===== config.mk =====
export PLATFORM = sky130hd
export DESIGN_NAME = tsm_slave
export DESIGN_NICKNAME = d
export VERILOG_FILES = /design/src/core/tsm_pkg.sv /design/src/core/tsm_slave.sv
export VERILOG_INCLUDE_DIRS = /design/src /design/src/core
export SDC_FILE = /design/constraint.sdc
export NUM_CORES = 1
export LEC_CHECK = 0
export ABC_AREA = 1
export BUFFER_PORTS_ARGS = -buffer_cell sky130_fd_sc_hd__buf_4
export CAP_MARGIN = 0
export CORE_MARGIN = 2
export CORE_UTILIZATION = 58
export DETAILED_ROUTE_END_ITERATION = 8
export HOLD_SLACK_MARGIN = 0.02
export PLACE_DENSITY = 0.85
export SLEW_MARGIN = 10
export SYNTH_ARGS = -nofsm -noshare
export SYNTH_HDL_FRONTEND = slang
export SYNTH_SLANG_ARGS = --single-unit

===== constraint.sdc =====
create_clock -name clock -period 4.09 [get_ports clock]
set_clock_uncertainty 0.1 [all_clocks]
set_input_delay 0.6135 -clock clock [delete_from_list [all_inputs] [get_ports clock]]
set_output_delay 0.6135 -clock clock [all_outputs]
set_load 0.02 [all_outputs]

===== src/core/tsm_cfg.svh =====
// Register map, field positions and reset values of the I2C slave matcher
`ifndef TSM_CFG_SVH
`define TSM_CFG_SVH
`define TSM_IDX_STATUS 4'hB
`define TSM_IDX_OWN_ID 4'hC
`define TSM_IDX_SHIFT 4'hD
`define TSM_IDX_IGNORE 4'hE
`define TSM_IDX_CTRL 4'h8
`define TSM_IDX_IRQ_STAT 4'h9
`define TSM_IDX_IRQ_MASK 4'hA
`define TSM_RST_BYTE 8'h00
`define TSM_GCALL_BYTE 7'h00
`define TSM_ST_BYTE_DONE 7
`define TSM_ST_MATCH 6
`define TSM_ST_STRETCH 5
`define TSM_ST_DIR 1
`define TSM_ST_CAUSE 0
`define TSM_EV_ADDR 0
`define TSM_EV_STOP 1
`define TSM_EV_BYTE 2
`endif


===== src/core/tsm_pkg.sv =====
// Types shared by the I2C slave matcher
`default_nettype none
package tsm_pkg;
   typedef enum logic [2:0] {
      TSM_IDLE = 3'b000,
      TSM_ADDR = 3'b001,
      TSM_ADDR_ACK = 3'b010,
      TSM_RX = 3'b011,
      TSM_TX = 3'b100,
      TSM_DATA_ACK = 3'b101,
      TSM_HOLD = 3'b110,
      TSM_SKIP = 3'b111
   } tsm_state_t;
endpackage
`default_nettype wire


===== src/core/tsm_slave.sv =====
// I2C slave address match and shift-buffer access with APB registers
// Overview of operation
// - Cause bit: zero Stop, one address
// - Address match sets match-or-halt flag
// - Recognise 7-bit, 10-bit first byte, general call
// - Own id bits 7:1 address, bit 0 general call
// - 10-bit: match only 11110aa first byte
// - Shift buffer is the single shift register
// - Writes ignored while a byte shifts
// - Buffer access while held starts next operation
// - Mask mode: ignore bits force match
// - Dual mode: ignore field is second address
// - Address and Stop both raise shared flag
// - Stretch while address or data flag set
// - Buffer access or command clears flags
// - Capture direction bit of last matched address
//
// The APB slave port was left to the implementer.
`timescale 1ns/10ps
`default_nettype none
`include "tsm_cfg.svh"
module tsm_slave
   import tsm_pkg::*;
(
   input wire logic clock,
   input wire logic rst_n,
   input wire logic psel,
   input wire logic penable,
   input wire logic pwrite,
   input wire logic [5:0] paddr,
   input wire logic [31:0] pwdata,
   output logic [31:0] prdata,
   output logic pready,
   output logic pslverr,
   input wire logic scl_in,
   input wire logic sda_in,
   output logic scl_out,
   output logic scl_oe,
   output logic sda_out,
   output logic sda_oe,
   output logic irq
);
   logic [2:0] scl_sync_reg, scl_sync_next;
   logic [2:0] sda_sync_reg, sda_sync_next;
   tsm_state_t state_reg, state_next;
   logic [7:0] own_station_id_reg, own_station_id_next;
   logic [7:0] shift_buffer_reg, shift_buffer_next;
   logic [7:0] ignore_or_second_id_reg, ignore_or_second_id_next;
   logic [2:0] bit_cnt_reg, bit_cnt_next;
   logic byte_done_flag_reg, byte_done_flag_next;
   logic match_or_halt_flag_reg, match_or_halt_flag_next;
   logic cause_select_status_reg, cause_select_status_next;
   logic dir_reg, dir_next;
   logic acknowledge_choice_reg, acknowledge_choice_next;
   logic rxack_reg, rxack_next;
   logic enable_reg, enable_next;
   logic sda_low_reg, sda_low_next;
   logic full_reg, full_next;
   logic scl_hold_reg, scl_hold_next;
   logic [2:0] irq_stat_reg, irq_stat_next, irq_mask_reg, irq_mask_next;
   logic irq_reg, irq_next;
   logic [31:0] prdata_reg, prdata_next;
   logic pready_reg, pready_next, pslverr_reg, pslverr_next;
   logic scl_rise, scl_fall, start_det, stop_det, scl_s, sda_s;
   logic ev_addr, ev_stop, ev_byte;
   logic stretch, matched, gcall_hit, own_hit, second_hit;
   logic [3:0] widx;
   logic acc, wr, rd, buf_rd, buf_wr, cmd_wr;

   // Only the second and third stages are looked at
   assign scl_s = scl_sync_reg[1];
   assign sda_s = sda_sync_reg[1];
   assign scl_rise = scl_sync_reg[1] & ~scl_sync_reg[2];
   assign scl_fall = ~scl_sync_reg[1] & scl_sync_reg[2];
   assign start_det = scl_s & scl_sync_reg[2] & ~sda_s & sda_sync_reg[2];
   assign stop_det = scl_s & scl_sync_reg[2] & sda_s & ~sda_sync_reg[2];

   // Address decode: received byte sits in shift buffer
   assign gcall_hit = own_station_id_reg[0] &&
      shift_buffer_reg[7:1] == `TSM_GCALL_BYTE && !shift_buffer_reg[0];
   assign own_hit = ((shift_buffer_reg[7:1] ^ own_station_id_reg[7:1]) &
      (ignore_or_second_id_reg[0] ? 7'h7F :
       ~ignore_or_second_id_reg[7:1])) == 7'h00;
   assign second_hit = ignore_or_second_id_reg[0] &&
      shift_buffer_reg[7:1] == ignore_or_second_id_reg[7:1];
   assign matched = own_hit | second_hit | gcall_hit;

   assign stretch = state_reg == TSM_HOLD;
   assign widx = paddr[5:2];
   assign acc = psel & penable & ~pready_reg;
   // Writes and read side effects land on the edge that ends the transfer
   assign wr = psel & penable & pready_reg & pwrite;
   assign rd = acc & ~pwrite;
   assign buf_rd = psel && penable && pready_reg && !pwrite &&
      widx == `TSM_IDX_SHIFT;
   assign buf_wr = wr && widx == `TSM_IDX_SHIFT;
   assign cmd_wr = wr && widx == `TSM_IDX_CTRL && pwdata[2];
   // Judged on the fall after the eighth bit, when the whole byte is in
   assign ev_addr = enable_reg && state_reg == TSM_ADDR && scl_fall &&
      full_reg && matched;
   assign ev_stop = stop_det && state_reg != TSM_IDLE
      && state_reg != TSM_SKIP;
   assign ev_byte = state_reg == TSM_DATA_ACK && scl_fall;

   always_comb
   begin
      scl_sync_next = {scl_sync_reg[1:0], scl_in};
      sda_sync_next = {sda_sync_reg[1:0], sda_in};
      state_next = state_reg;
      bit_cnt_next = bit_cnt_reg;
      shift_buffer_next = shift_buffer_reg;
      byte_done_flag_next = byte_done_flag_reg;
      match_or_halt_flag_next = match_or_halt_flag_reg;
      cause_select_status_next = cause_select_status_reg;
      dir_next = dir_reg;
      rxack_next = rxack_reg;
      sda_low_next = sda_low_reg;
      full_next = full_reg;
      if (!enable_reg)
      begin
         state_next = TSM_IDLE;
         sda_low_next = 1'b0;
         full_next = 1'b0;
      end
      else if (start_det)
      begin
         state_next = TSM_ADDR;
         bit_cnt_next = 3'h0;
         sda_low_next = 1'b0;
         full_next = 1'b0;
      end
      else if (stop_det)
      begin
         state_next = TSM_IDLE;
         sda_low_next = 1'b0;
         if (ev_stop)
         begin
            match_or_halt_flag_next = 1'b1;
            cause_select_status_next = 1'b0;
         end
      end
      else
      begin
         unique case (state_reg)
            TSM_IDLE, TSM_SKIP:
            begin
            end
            TSM_ADDR, TSM_RX:
               if (scl_rise)
               begin
                  shift_buffer_next = {shift_buffer_reg[6:0], sda_s};
                  bit_cnt_next = bit_cnt_reg + 3'h1;
                  full_next = bit_cnt_reg == 3'h7;
               end
               else if (scl_fall && full_reg)
               begin
                  // The fall that ends a Start is skipped: no bits yet
                  full_next = 1'b0;
                  if (state_reg == TSM_RX)
                  begin
                     state_next = TSM_DATA_ACK;
                     sda_low_next = ~acknowledge_choice_reg;
                  end
                  else
                     state_next = TSM_SKIP;
               end
            TSM_ADDR_ACK:
               if (scl_fall && acknowledge_choice_reg)
               begin
                  sda_low_next = 1'b0;
                  state_next = TSM_SKIP;
               end
               else if (scl_fall)
               begin
                  sda_low_next = dir_reg & ~shift_buffer_reg[7];
                  state_next = dir_reg ? TSM_TX : TSM_RX;
               end
            TSM_TX:
               if (scl_fall)
               begin
                  shift_buffer_next = {shift_buffer_reg[6:0], 1'b1};
                  bit_cnt_next = bit_cnt_reg + 3'h1;
                  sda_low_next = bit_cnt_reg != 3'h7 & ~shift_buffer_reg[6];
                  if (bit_cnt_reg == 3'h7)
                     state_next = TSM_DATA_ACK;
               end
            TSM_DATA_ACK:
               if (scl_rise && dir_reg)
                  rxack_next = sda_s;
               else if (scl_fall)
               begin
                  sda_low_next = 1'b0;
                  byte_done_flag_next = 1'b1;
                  state_next = TSM_HOLD;
               end
            TSM_HOLD:
               if (!match_or_halt_flag_reg && !byte_done_flag_reg)
               begin
                  if (dir_reg && !(byte_done_flag_reg || rxack_reg))
                  begin
                     state_next = TSM_TX;
                     sda_low_next = ~shift_buffer_reg[7];
                  end
                  else if (dir_reg && rxack_reg)
                     state_next = TSM_SKIP;
                  else
                     state_next = TSM_RX;
               end
         endcase
         if (ev_addr)
         begin
            match_or_halt_flag_next = 1'b1;
            cause_select_status_next = 1'b1;
            dir_next = shift_buffer_reg[0];
            // Ack is held back until software has answered
            state_next = TSM_HOLD;
         end
      end
      if (state_reg == TSM_HOLD && match_or_halt_flag_reg &&
          cause_select_status_reg && (buf_rd || buf_wr || cmd_wr))
      begin
         // Address ack released; byte transfer follows, or skip if acknowledge_choice_reg nacks
         state_next = TSM_ADDR_ACK;
         bit_cnt_next = 3'h0;
         sda_low_next = ~acknowledge_choice_reg;
      end
      if (buf_wr && stretch)
         shift_buffer_next = pwdata[7:0];
      if (buf_rd || buf_wr || cmd_wr)
      begin
         if (!ev_addr && !ev_stop)
            match_or_halt_flag_next = 1'b0;
         if (!ev_byte)
            byte_done_flag_next = 1'b0;
      end
      if (wr && widx == `TSM_IDX_STATUS)
      begin
         if (pwdata[`TSM_ST_BYTE_DONE] && !ev_byte)
            byte_done_flag_next = 1'b0;
         if (pwdata[`TSM_ST_MATCH] && !ev_addr && !ev_stop)
            match_or_halt_flag_next = 1'b0;
      end
      // One extra held cycle lets SDA settle before SCL is let go
      scl_hold_next = state_next == TSM_HOLD || stretch;
   end

   always_comb
   begin
      own_station_id_next = own_station_id_reg;
      ignore_or_second_id_next = ignore_or_second_id_reg;
      acknowledge_choice_next = acknowledge_choice_reg;
      enable_next = enable_reg;
      irq_mask_next = irq_mask_reg;
      irq_stat_next = irq_stat_reg | {ev_byte, ev_stop, ev_addr};
      prdata_next = 32'h0000_0000;
      pready_next = acc;
      pslverr_next = acc && pwrite &&
         (widx < `TSM_IDX_CTRL || widx > `TSM_IDX_IGNORE);
      if (wr)
      begin
         unique case (widx)
            `TSM_IDX_OWN_ID: own_station_id_next = pwdata[7:0];
            `TSM_IDX_IGNORE: ignore_or_second_id_next = pwdata[7:0];
            `TSM_IDX_CTRL:
            begin
               enable_next = pwdata[0];
               acknowledge_choice_next = pwdata[1];
            end
            `TSM_IDX_IRQ_MASK: irq_mask_next = pwdata[2:0];
            `TSM_IDX_IRQ_STAT:
               irq_stat_next = (irq_stat_reg & ~pwdata[2:0]) |
                  {ev_byte, ev_stop, ev_addr};
            `TSM_IDX_STATUS, `TSM_IDX_SHIFT: ;
            default: ;
         endcase
      end
      if (rd)
      begin
         unique case (widx)
            `TSM_IDX_STATUS:
               prdata_next[7:0] = {byte_done_flag_reg, match_or_halt_flag_reg,
                  stretch, rxack_reg, 2'b00, dir_reg, cause_select_status_reg};
            `TSM_IDX_OWN_ID: prdata_next[7:0] = own_station_id_reg;
            `TSM_IDX_SHIFT: prdata_next[7:0] = shift_buffer_reg;
            `TSM_IDX_IGNORE: prdata_next[7:0] = ignore_or_second_id_reg;
            `TSM_IDX_CTRL:
               prdata_next[1:0] = {acknowledge_choice_reg, enable_reg};
            `TSM_IDX_IRQ_STAT: prdata_next[2:0] = irq_stat_reg;
            `TSM_IDX_IRQ_MASK: prdata_next[2:0] = irq_mask_reg;
            default: pslverr_next = 1'b1;
         endcase
      end
      irq_next = |(irq_stat_next & irq_mask_next);
   end

   always_ff @(posedge clock)
   begin
      if (!rst_n)
      begin
         scl_sync_reg <= 3'h7;
         sda_sync_reg <= 3'h7;
         state_reg <= TSM_IDLE;
         own_station_id_reg <= `TSM_RST_BYTE;
         shift_buffer_reg <= `TSM_RST_BYTE;
         ignore_or_second_id_reg <= `TSM_RST_BYTE;
         bit_cnt_reg <= 3'h0;
         byte_done_flag_reg <= 1'b0;
         match_or_halt_flag_reg <= 1'b0;
         cause_select_status_reg <= 1'b0;
         dir_reg <= 1'b0;
         acknowledge_choice_reg <= 1'b0;
         rxack_reg <= 1'b0;
         enable_reg <= 1'b0;
         sda_low_reg <= 1'b0;
         full_reg <= 1'b0;
         scl_hold_reg <= 1'b0;
         irq_stat_reg <= 3'h0;
         irq_mask_reg <= 3'h0;
         irq_reg <= 1'b0;
         prdata_reg <= 32'h0000_0000;
         pready_reg <= 1'b0;
         pslverr_reg <= 1'b0;
      end
      else
      begin
         scl_sync_reg <= scl_sync_next;
         sda_sync_reg <= sda_sync_next;
         state_reg <= state_next;
         own_station_id_reg <= own_station_id_next;
         shift_buffer_reg <= shift_buffer_next;
         ignore_or_second_id_reg <= ignore_or_second_id_next;
         bit_cnt_reg <= bit_cnt_next;
         byte_done_flag_reg <= byte_done_flag_next;
         match_or_halt_flag_reg <= match_or_halt_flag_next;
         cause_select_status_reg <= cause_select_status_next;
         dir_reg <= dir_next;
         acknowledge_choice_reg <= acknowledge_choice_next;
         rxack_reg <= rxack_next;
         enable_reg <= enable_next;
         sda_low_reg <= sda_low_next;
         full_reg <= full_next;
         scl_hold_reg <= scl_hold_next;
         irq_stat_reg <= irq_stat_next;
         irq_mask_reg <= irq_mask_next;
         irq_reg <= irq_next;
         prdata_reg <= prdata_next;
         pready_reg <= pready_next;
         pslverr_reg <= pslverr_next;
      end
   end

   assign prdata = prdata_reg;
   assign pready = pready_reg;
   assign pslverr = pslverr_reg;
   assign scl_out = 1'b0;
   assign scl_oe = scl_hold_reg;
   assign sda_out = 1'b0;
   assign sda_oe = sda_low_reg;
   assign irq = irq_reg;

   a_addr_sets_flag: assert property (@(posedge clock) disable iff (!rst_n)
      ev_addr |=> match_or_halt_flag_reg && cause_select_status_reg)
      else $error("address match did not raise flag");
   a_stop_cause: assert property (@(posedge clock) disable iff (!rst_n)
      ev_stop |=> match_or_halt_flag_reg && !cause_select_status_reg)
      else $error("stop did not raise flag with cause zero");
   a_dir_capture: assert property (@(posedge clock) disable iff (!rst_n)
      ev_addr |=> dir_reg == $past(shift_buffer_reg[0]))
      else $error("direction not captured");
   a_write_blocked: assert property (@(posedge clock) disable iff (!rst_n)
      buf_wr && state_reg inside {TSM_RX, TSM_TX} && !scl_rise && !scl_fall
      && !start_det |=> shift_buffer_reg == $past(shift_buffer_reg))
      else $error("buffer written while shifting");
   a_stretch_hold: assert property (@(posedge clock) disable iff (!rst_n)
      ev_byte |=> ##1 scl_oe)
      else $error("clock not stretched after byte");
   a_access_clears: assert property (@(posedge clock) disable iff (!rst_n)
      buf_rd && !ev_addr && !ev_stop && !ev_byte
      |=> !match_or_halt_flag_reg && !byte_done_flag_reg)
      else $error("buffer access did not clear flags");
   a_access_resumes: assert property (@(posedge clock) disable iff (!rst_n)
      stretch && byte_done_flag_reg && buf_rd && !start_det && !stop_det
      && enable_reg |=> ##2 !scl_oe)
      else $error("access did not release clock");
   a_mask_match: assert property (@(posedge clock) disable iff (!rst_n)
      !ignore_or_second_id_reg[0] && ignore_or_second_id_reg[7:1] == 7'h7F
      |-> own_hit)
      else $error("fully masked address did not match");
   a_dual_match: assert property (@(posedge clock) disable iff (!rst_n)
      ignore_or_second_id_reg[0] &&
      shift_buffer_reg[7:1] == ignore_or_second_id_reg[7:1] |-> matched)
      else $error("second address did not match");
   a_gcall: assert property (@(posedge clock) disable iff (!rst_n)
      own_station_id_reg[0] && shift_buffer_reg == 8'h00 |-> matched)
      else $error("general call missed");
   c_addr: cover property (@(posedge clock) ev_addr);
   c_stop: cover property (@(posedge clock) ev_stop);
   c_byte: cover property (@(posedge clock) ev_byte && dir_reg);
   c_irq: cover property (@(posedge clock) irq);
endmodule
`default_nettype wire


==> metrics.md <==
| Metric | Value |
|---|---|
| Status | complete, no violations |
| Worst endpoint data arrival time | 2150 ps |
| Crit path kind | in -> reg |
| Vias in the first global route | 3,192 |
| Post-CTS Hold Buffers | 0 |
| CP cell instances | buf_4, nand2_1, inv_1, nand2_1, nor2_2, inv_1, nor2_2, o21ai_0, a21oi_1 |
| IO Port Bufs | 31 |
| Fin cells | 635 |
| Via density | 5.57 |
| Avg Cell Area, Syn | 6.78 um^2 |
| DRT Wirelength | 9.05 mm |
| # IOs | 84 |
| Die H | 82.2 um |
| Number of gates resized after cts | 0 |
| Nature of the critical path endpoint | flip-flop |
| Final hold viol count | 0 |
| Most common cell in the netlist | nand2_1 |
| TritonCTS clock tree | yes |
| WL/cell | 14.3 um |
| Die ar. | 0.00676 mm^2 |
| First-pass GRT wire length | 14.6 mm |
| Placed cell areas | 0.00370 mm^2 |
| Slew @ Worst Pin | 891 ps |
| TritonCTS Buffers | 9 |
| Cells after Synth | 524 |
| Synth warn | 0 |
| Synth cell types | 43 |
| Synthesized area | 0.00355 mm^2 |
| Drc violations | 0 |
| Peak supply drop | 338 uV |
| Met3 usage | 0.0772 |
| Total clock sinks | 63 |
| Design Area, Final | 0.00390 mm^2 |
| Cell Rows | 28 |
| Drt first pass iters | 5 |
| Antenna cell count | 0 |
| Layout area overhead | 9.76% |
| Fmax | 507 MHz |
| Pleak | 1.74 nW |
| Initial antenna violation count | 0 |
| Synth top area share | 0.355 |
| Largest buffer count on any clock path | 2 |
| GPL Wtd Cong | 0.937 |
| Period minus WS final | 1970 ps |
| Final Total Pwr | 0.00125 W |
| Top post-synthesis cells by area | dfxtp_1, nand2_1, inv_1 |
| Critical-path top delay cell | nor2_2 |
| Worst path required time | 4270 ps |
| Tcrit/Tclk final | 0.482 |
| FILL cells | 545 |
| Crit-path max cell delay | 530 ps |
| Post-synthesis sequential area ratio | 0.355 |
| Grt peak-use layer | met2 |
| Global-route usage over all layers | 0.285 |
| Async S/R FF share, synth | 0 |
| Initial cell density of the core | 0.600 |
| Total number of vias | 3,540 |
| Max-cap viol count | 0 |
| FF+latch count, synth | 63 |
| # placed instances | 620 |
| Layout Nets | 603 |
| H-tree Lvls | 3 |
| Clk slew on worst S/H paths | 70 ps |
| Core Region | 0.00592 mm^2 |
| Slew margin rel. | 0.405 |
| P per Cell Area | 320 mW/mm^2 |
| Max Fanout on Critical Path | 16 |
| GR Overflow Total | 0 |
| Hold Crit Class | reg -> reg |
| Layout cell share with drive strength beyond 1 | 0.138 |
| Setup-failing EPs final | 0 |
| EDFF count, synth | 0 |
| RSZ-0062 raised after global routing | no |
| Most used DFF post-synth | dfxtp_1 |
| Post-synth top cells | nand2_1, inv_1, dfxtp_1 |
| Root Driver | clkbuf_8 |
| Area leader, netlist | dfxtp_1 |
| Grt met1 use | 0.330 |
| Pins Over Slew Limit | 0 |
| Clk_lat worst skew | 340 ps |
| Largest net degree at the start of global routing | 27 |
| Met2 usage | 0.501 |
| Post-CTS Setup Bufs | 0 |
| Critical Path Source Type | input port |
| DPL Wire Length | 6.59 mm |
| Sum of negative setup slack | 0 ps |
| Chip width | 82.2 um |
| DRT iter0 DRCs | 391 |
| Routed Antenna Nets | 0 |
## kinds of logic (layout without fill, tap and decap cells)
group | Yosys count | after routing | share of synthesized area
flip-flops | 63 | 63 | 0.355
adder cells (fa/ha/maj) | 2 | 2 | 0.00705
XOR/XNOR | 2 | 2 | 0.00493
buffers and inverters | 116 | 127 | 0.163
AO/OA/AOI/OAI | 109 | 109 | 0.180
AND/OR/NAND/NOR | 231 | 231 | 0.288
other | 1 | 26 | 0.00106
## worst max-delay path: cells and delay by family
family / cells / cell delay (ps)
and+or+nand+nor: 4 / 890
AOI/OAI and AO/OA: 2 / 340
buffers and inverters: 3 / 290
## path summary, 6_finish.rpt
path	cells past startpoint	endpoint	slack [ps]	start
hold reg to reg	1	scl_sync_reg[1]	320	scl_sync_reg[0]
setup reg to reg	11	scl_oe	2160	state_reg[0]
hold / removal	1	scl_sync_reg[1]	320	scl_sync_reg[0]
setup / recovery	9	ignore_or_second_id_reg[1]	2120	psel
## cell usage in the layout (no fill, tap or decap), types with 3 or more instances in the layout
cell type,count
a211oi_1,4
a21oi_1,38
a221oi_1,5
buf_4,31
clkbuf_8,11
clkinv_2,3
conb_1,26
dfxtp_1,63
inv_1,75
inv_2,3
nand2_1,124
nand2_2,4
nand2_4,3
nand3_1,20
nand4_1,4
nor2_1,52
nor2_2,4
nor3_1,8
o21ai_0,32
o21ai_1,3
o22ai_1,12
or2_2,4
## metal layers
metal	up-vias	wire length, um
li1	1704	-
met1	1617	3610
met2	188	4440
met3	31	772
met4	0	224
met5	-	0
## area by class of cell
class / instances / area [um^2] / share of cell area
Timing Repair Buffer: 31 / 233 / 0.0597
Tap cell: 75 / 93.8 / 0.0241
Clock inverter: 3 / 42.5 / 0.0109
Sequential cell: 63 / 1260 / 0.324
Multi-Input combinational cell: 370 / 1800 / 0.463
Inverter: 81 / 309 / 0.0793
Clock buffer: 12 / 155 / 0.0398
## per-stage QoR
step                      utilization  setup slack [ps]  hold WS, ps
after floorplan                     -              2270          293
after detailed placement        0.625              1820          308
final                           0.658              2120          316
after CTS                       0.658              2170          324
after global routing            0.658              1930          340
after global placement          0.625              1860          296
## power breakdown
part	switching (W)	total, W	internal, W	leakage (nW)
sequential	0.00000237	0.000619	0.000617	0.509
clock	0.000240	0.000550	0.000311	0.0985
combinational	0.0000574	0.0000764	0.0000190	1.13
Power figures use the tool's default switching activity.
